===== src/rtl/periodic_wakeup_params.svh =====
`ifndef PERIODIC_WAKEUP_PARAMS_SVH
`define PERIODIC_WAKEUP_PARAMS_SVH
// register byte offsets; status, mask and period follow the control byte
`define CTRL_OFFSET 16'h02f2
`define IRQ_STATUS_OFFSET 16'h0300
`define IRQ_MASK_OFFSET 16'h0304
`define PERIOD_OFFSET 16'h0308
// control field positions
`define CLK_SEL_BIT 7
`define EXT_SEL_BIT 4
`define EXT_EN_BIT 3
`define FEAT_EN_BIT 2
`define IRQ_EN_BIT 1
`define FLAG_BIT 0
// reset values
`define CTRL_RESET 8'h00
`define MASK_RESET 8'h00
`define PERIOD_RESET 16'h0009
// width of the external pulse in counting-clock ticks, equal to the min period
`define PULSE_TICKS 16'h0001
`endif


===== src/rtl/periodic_wakeup_pkg.sv =====
package periodic_wakeup_pkg;
  typedef enum logic [1:0] {
    ST_IDLE = 2'b01,
    ST_RUN = 2'b10
  } timer_state_t;
endpackage


===== src/rtl/autonomous_periodic_interrupt.sv =====
// Local design decision: the Avalon-MM slave port.
`timescale 1ns/1ns
`include "periodic_wakeup_params.svh"
// Functional notes
// - clock select: 0 internal rc, 1 bus
// - clock select writable only when feature disabled
// - clock waveform has twice the period
// - pulse mode: short high pulse each period
// - pin driven only with external enable and feature
// - feature enable starts timer, clear stops it
// - interrupt request while enabled and flag set
// - flag set on each elapsed period
// - flag cleared only by writing one
// - clear beats set in same cycle
// - rc clock absent during regulator shutdown
module autonomous_periodic_interrupt
  import periodic_wakeup_pkg::*;
#(
  parameter int PERIOD_W = 16
) (
  // clock and reset
  input wire logic ref_clk,
  input wire logic srst,
  // avalon-mm slave
  input wire logic [15:0] address,
  input wire logic read,
  input wire logic write,
  input wire logic [31:0] writedata,
  input wire logic [3:0] byteenable,
  output logic [31:0] readdata,
  output logic waitrequest,
  output logic [1:0] response,
  // internal rc oscillator tick, asynchronous level toggle
  input wire logic rcTick,
  // regulator enable, low means shutdown
  input wire logic regulator_enable_input,
  // interrupt request and external pin
  output logic periodicIrq,
  output logic extPinOut,
  output logic extPinOe,
  output logic irq
);

  logic [7:0] ctrl_reg;
  logic [7:0] irqStatus_reg;
  logic [7:0] irqMask_reg;
  logic [PERIOD_W-1:0] period_reg;
  logic [PERIOD_W-1:0] count_reg;
  logic [PERIOD_W-1:0] pulse_reg;
  logic wave_reg;
  logic pinOut_reg;
  logic pinOe_reg;
  logic [31:0] readdata_reg;
  logic ack_reg;
  logic [2:0] rcSync_reg;
  logic [1:0] enSync_reg;
  timer_state_t state_reg;
  logic rcEdge;
  logic tick;
  logic timeout;
  logic wrCtrl;
  logic clearFlag;
  logic access;
  logic wrCommit;
  logic featEn;
  logic [7:0] ctrlRead;

  assign featEn = ctrl_reg[`FEAT_EN_BIT];
  assign access = (read | write) & ~ack_reg;
  // writes land at the edge where waitrequest is seen low, not before
  assign wrCommit = write & ack_reg;
  assign wrCtrl = wrCommit & (address == `CTRL_OFFSET) & byteenable[0];
  assign clearFlag = wrCtrl & writedata[`FLAG_BIT];

  // three flip-flops on the rc input and two on the enable, rc edge taken between the second and third
  always_ff @(posedge ref_clk) begin
    if (srst) begin
      rcSync_reg <= 3'h0;
      enSync_reg <= 2'h0;
    end else begin
      rcSync_reg <= {rcSync_reg[1:0], rcTick};
      enSync_reg <= {enSync_reg[0], regulator_enable_input};
    end
  end
  assign rcEdge = rcSync_reg[2] ^ rcSync_reg[1];

  // rc source is dead in shutdown; bus source counts every cycle
  assign tick = ctrl_reg[`CLK_SEL_BIT] ? 1'b1 :
                (rcEdge & enSync_reg[1]);
  assign timeout = (state_reg == ST_RUN) & tick & (count_reg == '0);

  // control register; flag bit kept here
  always_ff @(posedge ref_clk) begin
    if (srst) begin
      ctrl_reg <= `CTRL_RESET;
    end else begin
      if (wrCtrl) begin
        ctrl_reg[6:1] <= {2'h0, writedata[4:1]};
        // a write that also sets the enable leaves the source alone
        if (!featEn && !writedata[`FEAT_EN_BIT]) begin
          ctrl_reg[`CLK_SEL_BIT] <= writedata[`CLK_SEL_BIT];
        end
      end
      // clear has precedence over set for this flag
      if (clearFlag) begin
        ctrl_reg[`FLAG_BIT] <= 1'b0;
      end else if (timeout) begin
        ctrl_reg[`FLAG_BIT] <= 1'b1;
      end
    end
  end

  // timer state: enable starts from full period, disable stops
  always_ff @(posedge ref_clk) begin
    if (srst) begin
      state_reg <= ST_IDLE;
      count_reg <= '0;
    end else begin
      unique case (state_reg)
        ST_IDLE: begin
          count_reg <= period_reg;
          if (featEn) begin
            state_reg <= ST_RUN;
          end
        end
        ST_RUN: begin
          if (!featEn) begin
            state_reg <= ST_IDLE;
          end else if (timeout) begin
            count_reg <= period_reg;
          end else if (tick) begin
            count_reg <= count_reg - 1'b1;
          end
        end
      endcase
    end
  end

  // waveform generation: toggle clock or short pulse per period
  always_ff @(posedge ref_clk) begin
    if (srst) begin
      wave_reg <= 1'b0;
      pulse_reg <= '0;
    end else if (state_reg != ST_RUN) begin
      wave_reg <= 1'b0;
      pulse_reg <= '0;
    end else begin
      if (timeout) begin
        wave_reg <= ~wave_reg;
        pulse_reg <= PERIOD_W'(`PULSE_TICKS);
      end else if (tick && pulse_reg != '0) begin
        pulse_reg <= pulse_reg - 1'b1;
      end
    end
  end

  // pin drive, gated by external enable bit and feature enable
  always_ff @(posedge ref_clk) begin
    if (srst) begin
      pinOut_reg <= 1'b0;
      pinOe_reg <= 1'b0;
    end else begin
      pinOe_reg <= ctrl_reg[`EXT_EN_BIT] & featEn;
      pinOut_reg <= (ctrl_reg[`EXT_EN_BIT] & featEn) &
        (ctrl_reg[`EXT_SEL_BIT] ? wave_reg : (pulse_reg != '0));
    end
  end
  assign extPinOut = pinOut_reg;
  assign extPinOe = pinOe_reg;

  // periodic request follows the flag while enabled
  assign periodicIrq = ctrl_reg[`IRQ_EN_BIT] & ctrl_reg[`FLAG_BIT];

  // sticky event status, write one to clear, set wins
  always_ff @(posedge ref_clk) begin
    if (srst) begin
      irqStatus_reg <= 8'h00;
    end else begin
      for (int i = 0; i < 8; i++) begin
        if (i == 0 && timeout) begin
          irqStatus_reg[i] <= 1'b1;
        end else if (wrCommit && address == `IRQ_STATUS_OFFSET &&
                     byteenable[0] && writedata[i]) begin
          irqStatus_reg[i] <= 1'b0;
        end
      end
      irqStatus_reg[7:1] <= 7'h00;
    end
  end

  // mask and period registers
  always_ff @(posedge ref_clk) begin
    if (srst) begin
      irqMask_reg <= `MASK_RESET;
      period_reg <= PERIOD_W'(`PERIOD_RESET);
    end else if (wrCommit) begin
      if (address == `IRQ_MASK_OFFSET && byteenable[0]) begin
        irqMask_reg <= {7'h00, writedata[0]};
      end
      if (address == `PERIOD_OFFSET && byteenable[0]) begin
        period_reg[7:0] <= writedata[7:0];
      end
      if (address == `PERIOD_OFFSET && byteenable[1]) begin
        period_reg[PERIOD_W-1:8] <= writedata[PERIOD_W-1:8];
      end
    end
  end
  assign irq = |(irqStatus_reg & irqMask_reg);

  // read mux: control reads bits 7,4..0, others zero
  assign ctrlRead = {ctrl_reg[7], 2'h0, ctrl_reg[4:0]};
  always_ff @(posedge ref_clk) begin
    if (srst) begin
      readdata_reg <= 32'h0000_0000;
      ack_reg <= 1'b0;
    end else begin
      ack_reg <= access;
      if (read && access) begin
        unique case (address)
          `CTRL_OFFSET: readdata_reg <= {24'h0, ctrlRead};
          `IRQ_STATUS_OFFSET: readdata_reg <= {24'h0, irqStatus_reg};
          `IRQ_MASK_OFFSET: readdata_reg <= {24'h0, irqMask_reg};
          `PERIOD_OFFSET: readdata_reg <= 32'(period_reg);
          default: readdata_reg <= 32'h0000_0000;
        endcase
      end
    end
  end
  assign readdata = readdata_reg;
  assign waitrequest = (read | write) & ~ack_reg;
  assign response = 2'h0;

  // flag behaviour: clear wins, set on timeout, held otherwise
  a_flag_clear_wins: assert property (
    @(posedge ref_clk) disable iff (srst)
    clearFlag |=> !ctrl_reg[`FLAG_BIT])
    else $error("flag not cleared");
  a_flag_set: assert property (
    @(posedge ref_clk) disable iff (srst)
    timeout && !clearFlag |=> ctrl_reg[`FLAG_BIT])
    else $error("flag not set on timeout");
  a_flag_hold: assert property (
    @(posedge ref_clk) disable iff (srst)
    ctrl_reg[`FLAG_BIT] && !clearFlag |=> ctrl_reg[`FLAG_BIT])
    else $error("flag dropped without clear");
  a_status_set: assert property (
    @(posedge ref_clk) disable iff (srst)
    timeout |=> irqStatus_reg[0])
    else $error("status not set on timeout");

  // clock select write protection and periodic request
  a_clksel_locked: assert property (
    @(posedge ref_clk) disable iff (srst)
    featEn |=> $stable(ctrl_reg[`CLK_SEL_BIT]))
    else $error("clock select changed while enabled");
  a_clksel_same_write: assert property (
    @(posedge ref_clk) disable iff (srst)
    wrCtrl && writedata[`FEAT_EN_BIT] |=> $stable(ctrl_reg[`CLK_SEL_BIT]))
    else $error("clock select changed by enabling write");
  a_clksel_free: assert property (
    @(posedge ref_clk) disable iff (srst)
    wrCtrl && !featEn && !writedata[`FEAT_EN_BIT] |=>
      ctrl_reg[`CLK_SEL_BIT] == $past(writedata[`CLK_SEL_BIT]))
    else $error("clock select not written while disabled");
  a_irq_request: assert property (
    @(posedge ref_clk) disable iff (srst)
    periodicIrq == (ctrl_reg[`IRQ_EN_BIT] && ctrl_reg[`FLAG_BIT]))
    else $error("request mismatch");

  // pin gating and waveform routing
  a_pin_gated: assert property (
    @(posedge ref_clk) disable iff (srst)
    !(ctrl_reg[`EXT_EN_BIT] && featEn) |=> !extPinOe && !extPinOut)
    else $error("pin driven while gated");
  a_pin_oe_on: assert property (
    @(posedge ref_clk) disable iff (srst)
    ctrl_reg[`EXT_EN_BIT] && featEn |=> extPinOe)
    else $error("pin not driven while routed");
  a_pin_clock: assert property (
    @(posedge ref_clk) disable iff (srst)
    ctrl_reg[`EXT_EN_BIT] && featEn && ctrl_reg[`EXT_SEL_BIT] |=>
      extPinOut == $past(wave_reg))
    else $error("pin does not carry clock wave");
  a_pin_pulse: assert property (
    @(posedge ref_clk) disable iff (srst)
    ctrl_reg[`EXT_EN_BIT] && featEn && !ctrl_reg[`EXT_SEL_BIT] |=>
      extPinOut == ($past(pulse_reg) != '0))
    else $error("pin does not carry pulse");

  // timer source and sequencing
  a_no_tick_shut: assert property (
    @(posedge ref_clk) disable iff (srst)
    !ctrl_reg[`CLK_SEL_BIT] && !enSync_reg[1] |-> !timeout)
    else $error("rc timeout in shutdown");
  a_shut_count_hold: assert property (
    @(posedge ref_clk) disable iff (srst)
    state_reg == ST_RUN && !ctrl_reg[`CLK_SEL_BIT] && !enSync_reg[1] |=>
      $stable(count_reg))
    else $error("count moved in shutdown");
  a_timer_reload: assert property (
    @(posedge ref_clk) disable iff (srst)
    timeout && featEn |=> count_reg == $past(period_reg))
    else $error("no reload after timeout");
  a_count_step: assert property (
    @(posedge ref_clk) disable iff (srst)
    state_reg == ST_RUN && featEn && tick && !timeout |=>
      count_reg == $past(count_reg) - 1'b1)
    else $error("count did not step");
  a_timer_stop: assert property (
    @(posedge ref_clk) disable iff (srst)
    !featEn |=> state_reg == ST_IDLE)
    else $error("timer runs while disabled");
  a_run_on_enable: assert property (
    @(posedge ref_clk) disable iff (srst)
    featEn && state_reg == ST_IDLE |=> state_reg == ST_RUN)
    else $error("timer not started by enable");
  a_wave_idle: assert property (
    @(posedge ref_clk) disable iff (srst)
    state_reg == ST_IDLE |=> !wave_reg)
    else $error("wave active while stopped");
  a_wave_toggle: assert property (
    @(posedge ref_clk) disable iff (srst)
    timeout && featEn |=> wave_reg != $past(wave_reg))
    else $error("clock wave not toggled");
  a_pulse_start: assert property (
    @(posedge ref_clk) disable iff (srst)
    timeout && featEn |=> pulse_reg != '0)
    else $error("pulse not started");
  a_bus_bus_clk: assert property (
    @(posedge ref_clk) disable iff (srst)
    ctrl_reg[`CLK_SEL_BIT] |-> tick)
    else $error("bus clock not counting");

endmodule


===== config.mk =====
export PLATFORM = sky130hd
export DESIGN_NAME = autonomous_periodic_interrupt
export DESIGN_NICKNAME = d
export VERILOG_FILES = /design/src/rtl/periodic_wakeup_pkg.sv /design/src/rtl/autonomous_periodic_interrupt.sv
export VERILOG_INCLUDE_DIRS = /design/src /design/src/rtl
export SDC_FILE = /design/constraint.sdc
export NUM_CORES = 1
export LEC_CHECK = 0
export ABC_AREA = 1
export BUFFER_PORTS_ARGS = -buffer_cell sky130_fd_sc_hd__buf_2
export CAP_MARGIN = 30
export CORE_MARGIN = 5
export CORE_UTILIZATION = 25
export CTS_CLUSTER_SIZE = 14
export DETAILED_ROUTE_END_ITERATION = 8
export SYNTH_ARGS = -nofsm -noshare
export SYNTH_HDL_FRONTEND = slang
export SYNTH_SLANG_ARGS = --single-unit

===== constraint.sdc =====
create_clock -name ref_clk -period 1.6 [get_ports ref_clk]
set_clock_uncertainty 0.1 [all_clocks]
set_input_delay 0.08 -clock ref_clk [delete_from_list [all_inputs] [get_ports ref_clk]]
set_output_delay 0.08 -clock ref_clk [all_outputs]
set_load 0.1 [all_outputs]

-- Word level (Yosys, flattened, before mapping)
Cells that the tools add are included.
- reductions and logical operators: 25
- mux-type cells: 14
- bitwise operators: 16
- add/subtract/negate cells: 2
- order comparisons: 0
- multipliers: 0
- equal/unequal tests: 11
- shift operators: 0
- divide/modulo/power cells: 0
- operator list (operator ; number):
    16-bit by 10-bit equality test with 1-bit output, second input constant ; 4
    16-bit one-hot mux with 4 select lines ; 1
    16-bit 2-to-1 mux ; 3
    16-bit one-hot mux with 2 select lines ; 1
    16-bit by 1-bit subtractor with 16-bit output, second input constant ; 2
    16-bit zero test ; 1
    16-bit nonzero test ; 1
    2-bit AND reduction ; 6
    1-bit AND ; 11
    1-bit logical AND ; 9
    8-bit by 1-bit AND with 8-bit output ; 1
    2-bit != test, second input constant ; 4
    8-bit OR reduction ; 1
    1-bit 2-to-1 mux ; 6
    2-bit 2-to-1 mux ; 2
    2-bit one-hot mux with 2 select lines ; 1
    2-bit nonzero test ; 2
    2-bit OR reduction ; 2
    3-bit != test, second input constant ; 1
    3-bit OR reduction ; 1
    2-bit by 1-bit equality test with 1-bit output, second input constant ; 1
    2-bit equality test, second input constant ; 1
    1-bit zero test ; 2
    1-bit NOT ; 2
    other kinds (2) ; 2
- memory bits (read-only): 0
- latch bits: 0
- memories kept: 0
- memory bits (writable): 0
- register bits: 106
- input bits: 58

-- Depth between registers and ports, before layout
- depth after elaboration: 8
- depth in mapped cells: 12

-- Worst setup path after synthesis
OpenSTA, ideal clock, no wires.
- path type: flip-flop to flip-flop
- start: register ack_reg
- end: register readdata_reg[10], in the netlist readdata[10]
- clock period less this slack: 2.826 ns
- setup slack: -1.226 ns
- arrival time: 2.597 ns
- stages on the path, launching flop included: 6
- buffers on the path: 1
- required time: 1.372 ns
- path through: dfxtp_1 > nor2_1 > nand2_1 > inv_1 > clkbuf_1 > a21oi_1
- word-level cells in the longest chain between the ends: 3
- RTL lines (element ; RTL line ; text):
    start: declaration ; autonomous_periodic_interrupt.sv:54 ; logic ack_reg;
    start signal: assignment ; autonomous_periodic_interrupt.sv:217 ; ack_reg <= access;
    1-bit NOT ; -- ;
    1-bit AND ; -- ;
    via waitrequest ; autonomous_periodic_interrupt.sv:31 ; output logic waitrequest,
    1-bit logical AND ; autonomous_periodic_interrupt.sv:218 ; if (read && access) begin
    end signal: assignment ; autonomous_periodic_interrupt.sv:220 ; `CTRL_OFFSET: readdata_reg <= {24'h0, ctrlRead};
    end signal: assignment ; autonomous_periodic_interrupt.sv:221 ; `IRQ_STATUS_OFFSET: readdata_reg <= {24'h0, irqStatus_reg};
    end signal: assignment ; autonomous_periodic_interrupt.sv:222 ; `IRQ_MASK_OFFSET: readdata_reg <= {24'h0, irqMask_reg};
    end: declaration ; autonomous_periodic_interrupt.sv:53 ; logic [31:0] readdata_reg;
The timed path passes the listed nets, and every way through them passes these cells.
A chain may end at the register's enable or synchronous reset.

-- Worst setup path in the final report
- start: register count_reg[0]
- end: register count_reg[1]
- word-level cells in the longest chain between the ends: 5
- elaborated cells between the ends (all ways): 9
- classes of those cells: add/sub (1); eq/ne (1); mux (4); bitwise (1); reduce/logical (2)
- RTL lines (element ; RTL line ; text):
    start: declaration ; autonomous_periodic_interrupt.sv:48 ; logic [PERIOD_W-1:0] count_reg;
    start signal: assignment ; autonomous_periodic_interrupt.sv:121 ; count_reg <= period_reg;
    start signal: assignment ; autonomous_periodic_interrupt.sv:130 ; count_reg <= period_reg;
    start signal: assignment ; autonomous_periodic_interrupt.sv:132 ; count_reg <= count_reg - 1'b1;
    16-bit by 1-bit subtractor with 16-bit output or 16-bit zero test (tied branches) ; autonomous_periodic_interrupt.sv:132, autonomous_periodic_interrupt.sv:90 ;
    16-bit 2-to-1 mux or 1-bit AND (tied branches) ; autonomous_periodic_interrupt.sv:131, autonomous_periodic_interrupt.sv:90 ;
    16-bit 2-to-1 mux ; autonomous_periodic_interrupt.sv:129 ; end else if (timeout) begin
    16-bit 2-to-1 mux ; autonomous_periodic_interrupt.sv:127 ; if (!featEn) begin
    16-bit one-hot mux with 2 select lines ; autonomous_periodic_interrupt.sv:119 ; unique case (state_reg)
Several ways; a longest one is shown, not always the timed one. The select of a mux whose other input is x is not followed.

==> impl_metrics.tcl <==
set metrics [dict create \
    post-route-min-period_ps 1580 \
    ys_seq_area_share_pct 38.4 \
    synth_edf_count 0 \
    min_path_cells 5 \
    rows 48 \
    synth_area_leader_cell "dfxtp_1" \
    antenna_found_initial 0 \
    final_hold_viol_count 0 \
    clkPwrFrac_pct 42.4 \
    totalWireLength_um 12000 \
    cp-end-kind "register" \
    synth_top_area_share_pct 38.4 \
    ys_warn_count 0 \
    slowest_stage "dfxtp_2" \
    drc 0 \
    dp_hpwl_um 8570 \
    tns_ps 0 \
    dieArea_sq_um 20000 \
    status "finished clean" \
    dr.first_iter.drc_count 178 \
    io_pins 97 \
    gp_congestion 0.836 \
    path_class "register to register" \
    synth_ff_type "dfxtp_1" \
    finalWorstSetupSlack_ps 22.6 \
    cp_data_arrival_time_ps 1760 \
    grt.total_usage_pct 11.7 \
    htree_levels 3 \
    crit_required_ps 1780 \
    post-place-ws_ps -23.0 \
    rr_worst_depth 11 \
    p_per_area_nw_per_um2 847 \
    seq_power_share_pct 41.6 \
    synthTopCellsByArea "dfxtp_1 38%, nand2_1 14%, nor2_1 7.5%" \
    p_comb_share_pct 16.0 \
    ant_nets 0 \
    grt_setup_unrepaired "yes" \
    peakVddDrop_mv 0.716 \
    cp_top_family "simple AND/OR/NAND/NOR gates" \
    yosysMostFrequentCell "nand2_1" \
    vias 4394 \
    grt_overflow 0 \
    syn_to_final_growth_pct 39.9 \
    grt_max_degree 38 \
    cp_cell_sequence "inv_2, ha_2, nand3_2, nor2_4, nand3_2, nand2_4, inv_2, buf_4, nand2_1, nand2_1, a21oi_1" \
    seq_area_sq_um 1670 \
    ys_top_cells_by_count "165 x nand2_1, 86 x nor2_1, 83 x dfxtp_1" \
    io_buffers 60 \
    synth-seq-cells 83 \
    clockBufferDepth 2 \
    dr.pass1.iters 4 \
    synthCells 644 \
    path_clk_slew_ps 70 \
    p_int_mw 3.57 \
    clkSinkCount 83 \
    start_kind "register" \
    cp_max_fo 5 \
    grt_pass1_wl_um 19000 \
    coreArea_sq_um 17100 \
    multiInputGateArea_sq_um 2440 \
    worst-path-stages 11 \
    synthArstFlopShare_pct 0 \
    clk_latency_ps 350 \
    syn_area_sq_um 4330 \
    wl_per_cell_um 11.9 \
    fmax_ghz 0.634 \
    ys_types 33 \
    critPathMaxStageDelay_ps 320 \
    hold_path.class "primary input to register" \
    viasPerCell 4.34 \
    initial_core_util_pct 25.3 \
    cts_made_buffers 9 \
    root_buffer "clkbuf_16" \
    postSynthAreaPerCell_sq_um 6.72 \
    maxSlewViolCount 0 \
    dieHeight_um 142 \
    path_buf_inv 3 \
    n_antenna_cell 0 \
    p_sw_mw 1.55 \
    drive_above_1_share_pct 28.1 \
    p_sw_share_pct 30.3 \
    tritoncts "built" \
    grt_pass1_vias 4046 \
    p_leak_nw 2.74 \
    fill_cells 1832 \
    cap_viol_max_count 0 \
    setup_viol 0 \
    fin_crit_sh_pct 98.6 \
    nets 844 \
    fp.dieW_um 142 \
    fin_util_pct 35.3 \
]
through the flow:
step                      hold slack, ps  cell area (sq um)  total power [mW]  instances
final                               26.2               6050              5.13       1012
after global routing                50.9               6050              5.33       1012
after CTS                           16.4               5770              5.15       1005
after detailed placement             189               5240              2.92        968
after global placement               183               5240              2.92        968
after floorplan                     87.0               4410              2.77        661
power by group through the flow:
stage               clock network, mW  logic [mW]  registers, mW
global route                     2.32       0.878           2.14
CTS                              2.23       0.789           2.13
global placement                    0       0.740           2.18
finish                           2.17       0.818           2.13
detailed placement                  0       0.744           2.18
floorplan                           0       0.459           2.31
cell usage in the layout (no fill, tap or decap), types with 5 or more instances in the layout:
master           n
clkbuf_16        9
conb_1          18
xor2_1           9
o21ai_0         33
inv_2            7
dlygate4sd3_1   21
inv_1           55
buf_4           59
a21oi_1         54
nor2_4           8
buf_2           60
nand2_2         10
nor3_1           5
o21ai_1          9
a21oi_2          6
dfxtp_2          9
nor2_1          68
nand2_1        155
nand4_1         10
xnor2_1          6
nor2_2          13
dfxtp_1         74
nand3_1         40
nand3_2          6
routing by layer:
| layer | up-vias | part of all wire [%] | track usage (%) |
|---|---|---|---|
| met5 | - | 0 | 0 |
| li1 | 2302 | - | - |
| met2 | 92 | 48 | 19.4 |
| met3 | 21 | 4.0 | 3.07 |
| met1 | 1979 | 45 | 14.7 |
| met4 | 0 | 2.3 | 4.39 |
cell families (layout without fill, tap and decap cells):
family / count (synthesis) / after routing / synth area share [%]
AOI/OAI and AO/OA: 106 / 106 / 12.5
other: 1 / 18 / 0.0867
xor gates and xnor gates: 15 / 15 / 3.04
adders and majority gates: 4 / 4 / 1.16
DFF: 83 / 83 / 38.4
and+or+nand+nor: 331 / 331 / 33.4
buffers and inverters: 104 / 230 / 11.5
what timing repair did:
action / 4_1_cts / 5_1_grt
hold endpoints to repair: 25 / 0
hold buffers: 21 / 0
setup endpoints to repair: 20 / 33
resized for setup: 6 / 77
pin swaps: 1 / 18
gates cloned: 0 / 3
setup buffers: 0 / 4
path summary, 6_finish.rpt:
path	from	endpoint	slack, ps
worst max-delay path	count_reg[0]	count_reg[1]	20
worst min-delay path	read	readdata[1]	30
worst max register to register	count_reg[0]	count_reg[1]	20
worst min register to register	rcSync_reg[0]	rcSync_reg[1]	300
final cells by class:
class / count / area share (%)
Multi-Input combinational cell: 474 / 40.3
Sequential cell: 83 / 27.7
Tap cell: 225 / 4.65
Clock inverter: 7 / 1.37
Timing Repair Buffer: 149 / 18.1
Timing Repair inverter: 1 / 0.124
Inverter: 64 / 4.07
Clock buffer: 9 / 3.72
worst min-delay path: cells and delay by family:
kind	cells	cell delay (ps)
AOI/OAI and AO/OA	1	50
buffers and inverters	2	170
and+or+nand+nor	2	130
Power figures use the tool's default switching activity.
